**src/verilog/bzo_pkg.sv**
```systemverilog
package bzo_pkg;

  // ****************************************************
  // Pin arrangements chosen by static configuration
  // ****************************************************
  typedef enum logic [1:0]
  {
    BZO_MODE_PORT,
    BZO_MODE_PAIR,
    BZO_MODE_SINGLE
  } bzo_mode_t;

  // ****************************************************
  // Buzzer source clock choices
  // ****************************************************
  typedef enum logic [1:0]
  {
    BZO_SRC_CRYSTAL,
    BZO_SRC_RC,
    BZO_SRC_CORE_DIV4
  } bzo_src_t;

  // ****************************************************
  // Divider layout
  // ****************************************************
  localparam int unsigned BZO_RATIO_EXP_MIN = 2;
  localparam int unsigned BZO_RATIO_EXP_MAX = 9;
  localparam int unsigned BZO_DIV_W         = 8;
  localparam logic [2:0]  BZO_RATIO_SEL_MAX = 3'h7;
  localparam logic [1:0]  BZO_CORE_DIV_LAST = 2'h1;
  localparam logic [BZO_DIV_W-1:0] BZO_DIV_RST = 8'h00;

  // Bit positions in the synchroniser registers
  localparam int unsigned BZO_BIT_ZERO = 0;
  localparam int unsigned BZO_BIT_ONE  = 1;

endpackage

```
**src/verilog/bzo_buzzer.sv**
```systemverilog
`timescale 1ns/1ps
module bzo_buzzer
  import bzo_pkg::*;
#(
  // Static configuration, no software path reaches these
  parameter bzo_mode_t   CFG_MODE      = BZO_MODE_PAIR,
  parameter bzo_src_t    CFG_SRC       = BZO_SRC_CORE_DIV4,
  parameter logic [2:0]  CFG_RATIO_SEL = 3'h0
)
(
  input  wire logic ref_clk,
  input  wire logic arst_n,
  input  wire logic clk_en,
  input  wire logic low_speed_crystal_osc,
  input  wire logic low_speed_rc_osc,
  input  wire logic dir_ctrl_bit_zero,
  input  wire logic dir_ctrl_bit_one,
  input  wire logic port_out_bit_zero,
  input  wire logic port_out_bit_one,
  input  wire logic shared_pin_zero_i,
  input  wire logic shared_pin_one_i,
  output logic      shared_pin_zero_o,
  output logic      shared_pin_zero_oe_n,
  output logic      shared_pin_one_o,
  output logic      shared_pin_one_oe_n,
  output logic      pin_zero_in_q,
  output logic      pin_one_in_q,
  output logic      buzzer_out
);

  // ****************************************************
  // Pin and oscillator synchronisers
  // ****************************************************
  logic [1:0] osc_sync1_q;
  logic [1:0] osc_sync2_q;
  logic [1:0] pin_sync1_q;
  logic [1:0] pin_sync2_q;

  // Oscillators are foreign to ref_clk: two flops each, bit one is RC
  always_ff @(posedge ref_clk or negedge arst_n)
  begin
    if (!arst_n)
    begin
      osc_sync1_q <= 2'h0;
      osc_sync2_q <= 2'h0;
    end
    else if (clk_en)
    begin
      osc_sync1_q <= {low_speed_rc_osc, low_speed_crystal_osc};
      osc_sync2_q <= osc_sync1_q;
    end
  end

  // Pin levels are foreign too; only the second flop is read below
  always_ff @(posedge ref_clk or negedge arst_n)
  begin
    if (!arst_n)
    begin
      pin_sync1_q <= 2'h0;
      pin_sync2_q <= 2'h0;
    end
    else if (clk_en)
    begin
      pin_sync1_q <= {shared_pin_one_i, shared_pin_zero_i};
      pin_sync2_q <= pin_sync1_q;
    end
  end

  // ****************************************************
  // Source clock tick
  // ****************************************************
  logic       osc_prev_q;
  logic [1:0] core_div_q;
  logic       src_tick;
  logic       osc_sel;

  always_comb
  begin
    osc_sel = (CFG_SRC == BZO_SRC_RC) ? osc_sync2_q[BZO_BIT_ONE] : osc_sync2_q[BZO_BIT_ZERO];
    if (CFG_SRC == BZO_SRC_CORE_DIV4)
    begin
      src_tick = (core_div_q == BZO_CORE_DIV_LAST);
    end
    else
    begin
      src_tick = osc_sel & ~osc_prev_q;
    end
  end

  // Edge history of the chosen slow oscillator; it freezes with the
  // synchronisers, so a pause of clk_en neither loses nor adds an edge
  always_ff @(posedge ref_clk or negedge arst_n)
  begin
    if (!arst_n)
    begin
      osc_prev_q <= 1'b0;
    end
    else if (clk_en)
    begin
      osc_prev_q <= osc_sel;
    end
  end

  // Core divide by four; slow oscillators are edge sampled, so they
  // must run well below a quarter of ref_clk to be seen cleanly
  always_ff @(posedge ref_clk or negedge arst_n)
  begin
    if (!arst_n)
    begin
      core_div_q <= 2'h0;
    end
    else if (clk_en)
    begin
      core_div_q <= core_div_q + 2'h1;
    end
  end

  // ****************************************************
  // Power of two divider
  // ****************************************************
  logic [BZO_DIV_W-1:0] div_q;
  logic                 div_wrap;
  logic [BZO_DIV_W-1:0] half_mask_c;

  // Half period mask for a ratio of 2^(sel+2); shift kept four bits wide
  function automatic logic [BZO_DIV_W-1:0] half_mask(input logic [2:0] sel);
    logic [BZO_DIV_W:0] one_hot;
    one_hot   = {{BZO_DIV_W{1'b0}}, 1'b1} << ({1'b0, sel} + 4'h1);
    half_mask = one_hot[BZO_DIV_W-1:0] - {{(BZO_DIV_W-1){1'b0}}, 1'b1};
  endfunction

  // Mask is fixed by configuration, so this folds to a constant
  assign half_mask_c = half_mask(CFG_RATIO_SEL);

  assign div_wrap = src_tick && ((div_q & half_mask_c) == half_mask_c);

  always_ff @(posedge ref_clk or negedge arst_n)
  begin
    if (!arst_n)
    begin
      div_q <= BZO_DIV_RST;
    end
    else if (clk_en && src_tick)
    begin
      div_q <= div_wrap ? BZO_DIV_RST : div_q + {{(BZO_DIV_W-1){1'b0}}, 1'b1};
    end
  end

  always_ff @(posedge ref_clk or negedge arst_n)
  begin
    if (!arst_n)
    begin
      buzzer_out <= 1'b0;
    end
    else if (clk_en && div_wrap)
    begin
      buzzer_out <= ~buzzer_out;
    end
  end

  // ****************************************************
  // Pin function mux
  // ****************************************************
  logic zero_d;
  logic one_d;
  logic zero_oe_n_d;
  logic one_oe_n_d;
  logic wave_next;
  logic one_is_wave;

  // Buzzer output passes only while its enable bit is one; shared by
  // both pins so their gating cannot drift apart
  function automatic logic gate_wave(input logic enable, input logic wave);
    gate_wave = enable & wave;
  endfunction

  // Outputs are registered, so use the wave value about to be stored
  assign wave_next = div_wrap ? ~buzzer_out : buzzer_out;

  // The inverted wave needs pin zero to be an output; with pin zero an
  // input, pin one falls back to its own data bit like any port pin
  assign one_is_wave = (CFG_MODE == BZO_MODE_PAIR) && !dir_ctrl_bit_zero;

  always_comb
  begin
    zero_oe_n_d = dir_ctrl_bit_zero;
    one_oe_n_d  = dir_ctrl_bit_one;
  end

  always_comb
  begin
    zero_d = port_out_bit_zero;
    case (CFG_MODE)
      BZO_MODE_PAIR:
      begin
        zero_d = gate_wave(port_out_bit_zero, wave_next);
      end
      BZO_MODE_SINGLE:
      begin
        zero_d = gate_wave(port_out_bit_zero, wave_next);
      end
      BZO_MODE_PORT:
      begin
        zero_d = port_out_bit_zero;
      end
      default:
      begin
        zero_d = port_out_bit_zero;
      end
    endcase
  end

  // Pin one follows the wave only in the pair arrangement
  always_comb
  begin
    if (one_is_wave)
    begin
      one_d = gate_wave(port_out_bit_zero, ~wave_next);
    end
    else
    begin
      one_d = port_out_bit_one;
    end
  end

  // ****************************************************
  // Pin drive registers
  // ****************************************************
  // Reset releases both pins, so nothing is driven before software acts
  // Pin zero drive and enable
  always_ff @(posedge ref_clk or negedge arst_n)
  begin
    if (!arst_n)
    begin
      shared_pin_zero_o    <= 1'b0;
      shared_pin_zero_oe_n <= 1'b1;
    end
    else if (clk_en)
    begin
      shared_pin_zero_o    <= zero_d;
      shared_pin_zero_oe_n <= zero_oe_n_d;
    end
  end

  // Pin one drive and enable
  always_ff @(posedge ref_clk or negedge arst_n)
  begin
    if (!arst_n)
    begin
      shared_pin_one_o    <= 1'b0;
      shared_pin_one_oe_n <= 1'b1;
    end
    else if (clk_en)
    begin
      shared_pin_one_o    <= one_d;
      shared_pin_one_oe_n <= one_oe_n_d;
    end
  end

  // Third flop of the input path: a clean registered pin level, read
  // whatever the direction so software can watch its own drive
  always_ff @(posedge ref_clk or negedge arst_n)
  begin
    if (!arst_n)
    begin
      pin_zero_in_q <= 1'b0;
      pin_one_in_q  <= 1'b0;
    end
    else if (clk_en)
    begin
      pin_zero_in_q <= pin_sync2_q[BZO_BIT_ZERO];
      pin_one_in_q  <= pin_sync2_q[BZO_BIT_ONE];
    end
  end

endmodule // bzo_buzzer

```
**config.mk**
```make
export PLATFORM = sky130hd
export DESIGN_NAME = bzo_buzzer
export DESIGN_NICKNAME = d
export VERILOG_FILES = /design/src/verilog/bzo_pkg.sv /design/src/verilog/bzo_buzzer.sv
export SDC_FILE = /design/constraint.sdc
export NUM_CORES = 1
export LEC_CHECK = 0
export BUFFER_PORTS_ARGS = -buffer_cell sky130_fd_sc_hd__buf_4
export CELL_PAD_IN_SITES_DETAIL_PLACEMENT = 1
export CELL_PAD_IN_SITES_GLOBAL_PLACEMENT = 1
export CORE_UTILIZATION = 37
export DETAILED_ROUTE_END_ITERATION = 12
export PLACE_DENSITY = 0.79
export SYNTH_ARGS = -nofsm -noshare
export SYNTH_HDL_FRONTEND = slang
export SYNTH_SLANG_ARGS = --single-unit
```
**constraint.sdc**
```tcl
create_clock -name ref_clk -period 1.44 [get_ports ref_clk]
set_input_delay 0.144 -clock ref_clk [delete_from_list [all_inputs] [get_ports ref_clk]]
set_output_delay 0.144 -clock ref_clk [all_outputs]
set_load 0.01 [all_outputs]
```
Word-level counts from Yosys, hierarchy flattened
Cells that the tools add are included.
{"block": "totals", "register_bits": 21, "in_bits": 11, "out_inout_bits": 7, "elab_cells": 24}
{"block": "classes", "addsub": 2, "n_eq_ne": 1, "mux": 3, "n_bitwise": 4, "reduce_logical": 3}
{"op": "8-bit by 1-bit adder with 8-bit output, second input constant", "count": 1}
{"op": "8-bit two-way mux", "count": 1}
{"op": "1-bit logical AND", "count": 3}
{"op": "2-bit by 1-bit adder with 2-bit output, second input constant", "count": 1}
{"op": "1-bit AND", "count": 2}
{"op": "2-bit by 1-bit == test with 1-bit output, second input constant", "count": 1}
{"op": "1-bit two-way mux", "count": 2}
{"op": "1-bit inverter", "count": 2}

Longest topological paths before layout
{"block": "depth", "ltp_word": 6, "mapped_depth": 5, "mapped_depth_nobuf": 5}

Least setup slack after synthesis
No wires, ideal clock.
{"block": "synth_timing", "kind": "register to register", "start": "register core_div_q[1]", "end": "register shared_pin_zero_o", "setup_time_ns": 0.120, "arrival_time_ns": 1.004, "required_time_ns": 1.320, "slack_ns": 0.316, "stages_incl_launch_ff": 6, "path_buffers": 0, "period_less_slack_ns": 1.124, "cell_sequence": "dfrtp_1 -> inv_1 -> ha_1 -> nand2_1 -> xnor2_1 -> a31o_2"}
{"block": "synth_via", "elab_chain_len": 4}
{"item": "from (decl)", "line_no": "bzo_buzzer.sv:73", "rtl": "logic [1:0] core_div_q;"}
{"item": "from (signal assigned)", "line_no": "bzo_buzzer.sv:114", "rtl": "core_div_q <= core_div_q + 2'h1;"}
{"item": "2-bit by 1-bit == test with 1-bit output", "line_no": "bzo_buzzer.sv:82", "rtl": "src_tick = (core_div_q == BZO_CORE_DIV_LAST);"}
{"item": "1-bit logical AND", "line_no": "bzo_buzzer.sv:135", "rtl": "assign div_wrap = src_tick && ((div_q & half_mask_c) == half_mask_c);"}
{"item": "1-bit two-way mux", "line_no": "bzo_buzzer.sv:178", "rtl": "assign wave_next = div_wrap ? ~buzzer_out : buzzer_out;"}
{"item": "1-bit AND", "line_no": "bzo_buzzer.sv:174", "rtl": "gate_wave = enable & wave;"}
{"item": "to (signal assigned)", "line_no": "bzo_buzzer.sv:240", "rtl": "shared_pin_zero_o <= zero_d;"}
{"item": "to (decl)", "line_no": "bzo_buzzer.sv:22", "rtl": "output logic shared_pin_zero_o,"}
No other way between the ends.
A chain may end at the register's enable or synchronous reset.

Worst setup path in the final report
Ends and elaborated chain as after synthesis.

==> metrics.cfg <==
[placement]
placed_area_sq_um=699
place_ws_ps=231
finalWeightedCongestion=0.652
place_hpwl_um=644
portBuffers=15

[critical_path]
worst-path-buf-inv=1
setup.worst_path.start=core_div_q[1]
cp_top_family=flip-flops
max_stage_delay_ps=380
r2r_setup_slack_ps=240
path_max_fanout=3
critPathSlowestCell=dfrtp_1
cp.required_ps=1600
end_kind=register
r2r_end=shared_pin_zero_o
crit_arrival_ps=1360
critPathKind=reg -> reg
timing.critical_path.cells=inv_1 -> ha_1 -> nand2_1 -> xnor2_1 -> a31o_2
r2r.worst_path.cells=5
r2r-start=core_div_q[1]
start_kind=register

[clock_tree]
tritoncts=yes
ctsHtreeMaxLevel=1
cts_hold_buf=1
cts_buffers=3
root_buffer=clkbuf_4
clk_latency_ps=260
clk_pin_slew_ps=80
cts_sinks=14
postCtsResizedCells=0
clockBufferDepth=2
post_cts_buffers=0

[grt]
grt_usage_pct=13.4
grt_max_degree=19
grt_pass1_wl_mm=1.73
antenna_found_initial=0
grt_pass1_vias=381
overflow=0

[power_and_ir_drop]
p_switching_uw=325
vdd_drop_max_mv=0.555
p_int_uw=794
p_clk_share_pct=19.1
power_density_nw_per_um2=1530
p_sw_share_pct=29.1
p_total_uw=1120
power_leakage_uw=0.000341
power_frac_seq_pct=51.0
combPwrFrac_pct=29.9

[outcome]
outcome=completed

[route]
ant_nets=0
routed-wl-met2_um=415
num_vias=357
wl_per_cell_um=12.8
drt-initial-drc-count=1
dr.max_layer_used=met3
drcViolationCount=0
routedLengthMet1_um=465
firstDrtPassIters=3
met3WireLength_um=65
via_per_inst=4.82
wl_um=946

[layout]
finish.instance_area_sq_um=732
seq_area_sq_um=353
nNetsFinal=72
multi_input_area_sq_um=210
fill_cells=163
area_growth_pct=23.4
antennaDiodeCount=0
drive_above_1_share_pct=51.7
postLayoutCoreUtil_pct=48.6

[sta]
rsz0062_at_grt=false
finalCritPeriodShare_pct=83.4
tns_ps=0
slew_viol_final=0
clock.fmax_mhz=832
tightest_slew_ps=241
fin_ws_ps=239
setup_violations=0
slew_headroom_pct=83.8
hold_violations=0
skew_ps=0.886
min_period_ps=1200

[floorplanning]
die_h_um=42.0
start_util_pct=39.4
core-area_sq_um=1510
dieArea_sq_um=1770
die_width_um=42.0
std_cell_rows=14
io_pins=18

[hold_path]
min_delay_path_depth=2
min_from=dir_ctrl_bit_zero
hold_path_class=in -> reg
holdPathEnd=shared_pin_one_o

[yosys]
syn_area_per_cell_sq_um=14.5
syn_area_sq_um=593
synth_compound_area_share_pct=5.49
yosysWarnings=0
synth.distinct_cells=18
synth_top_family_by_area=multiplexers
synth.area.mux_share_pct=16.5
synth_fp_nets=53
synthAdderAreaFrac_pct=2.11
synth_area_leader_cell=dfrtp_1
synth_seq_cells=14
synth_area_leaders=dfrtp_1 51%, mux2_2 11%, dfstp_2 8.9%
synth_top_area_share_pct=50.6
ys_seq_area_share_pct=59.5
syn_inst=41
yosys.area_share.simple_pct=5.49
synth_xor_area_share_pct=5.91

[run]
maxCapViolCount=0

[how the worst max path moves through the flow]
stage / end / slack (ps) / cells past startpoint
after floorplan: shared_pin_zero_o / 320 / 5
after CTS: shared_pin_zero_o / 220 / 5
after global placement: shared_pin_zero_o / 270 / 5
final: shared_pin_zero_o / 240 / 5
after detailed placement: shared_pin_zero_o / 230 / 5
after global routing: shared_pin_zero_o / 170 / 5
[layout make-up]
class                           count  area share [%]
Clock buffer                        3            3.08
Sequential cell                    14            48.2
Multi-Input combinational cell     24            28.7
Inverter                            1           0.513
Tap cell                           16            2.74
Timing Repair Buffer               16            16.8
[metrics by stage]
step	instances	hold WS, ps
after floorplan	41	-152
after global placement	70	-0.154
after detailed placement	70	5.24
after CTS	74	58.6
after global routing	74	52.4
final	74	67.7
[power by group through the flow]
stage	Combinational [uW]	Sequential [uW]	Clock (uW)
2_1_floorplan	192	593	0
3_3_place_gp	325	575	0
3_5_place_dp	339	579	0
4_1_cts	342	573	223
5_1_grt	370	587	248
6_report	334	570	214
[flip-flops by register name (all words and copies together), names as in the netlist]
name                  cells
core_div_q                2
shared_pin_one_o          1
pin_sync2_q               2
pin_one_in_q              1
shared_pin_one_oe_n       1
pin_sync1_q               2
div_q                     1
shared_pin_zero_o         1
pin_zero_in_q             1
shared_pin_zero_oe_n      1
buzzer_out                1
[routing by layer]
| metal | up-vias | GRT usage, % |
|---|---|---|
| met5 | - | 0 |
| met4 | 0 | 7.50 |
| met3 | 0 | 4.74 |
| met2 | 13 | 19.1 |
| met1 | 170 | 17.9 |
| li1 | 174 | - |
[cells by family after synthesis]
logic type	Yosys count
fa+ha+maj	1
compound gates	4
simple gates	7
flops	14
mux	8
buf+inv	3
xor+xnor	4
[synth_stat cells (all sizes together)]
cell type   n
dfrtp      12
mux2        8
nand2       3
xnor2       3
buf         2
dfstp       2
nor2b       2
a21oi       1
a31o        1
a31oi       1
ha          1
inv         1
nand3       1
nor2        1
o31ai       1
xor2        1
[layout by cell type (no fill, tap or decap), drive strengths merged]
cell	synthesis	final
a21oi	1	1
a31o	1	1
a31oi	1	1
buf	2	15
clkbuf	0	3
dfrtp	12	12
dfstp	2	2
dlygate4sd3	0	1
ha	1	1
inv	1	1
mux2	8	8
nand2	3	3
nand3	1	1
nor2	1	1
nor2b	2	2
o31ai	1	1
xnor2	3	3
xor2	1	1
No activity file was read; power rests on OpenSTA's default activity.
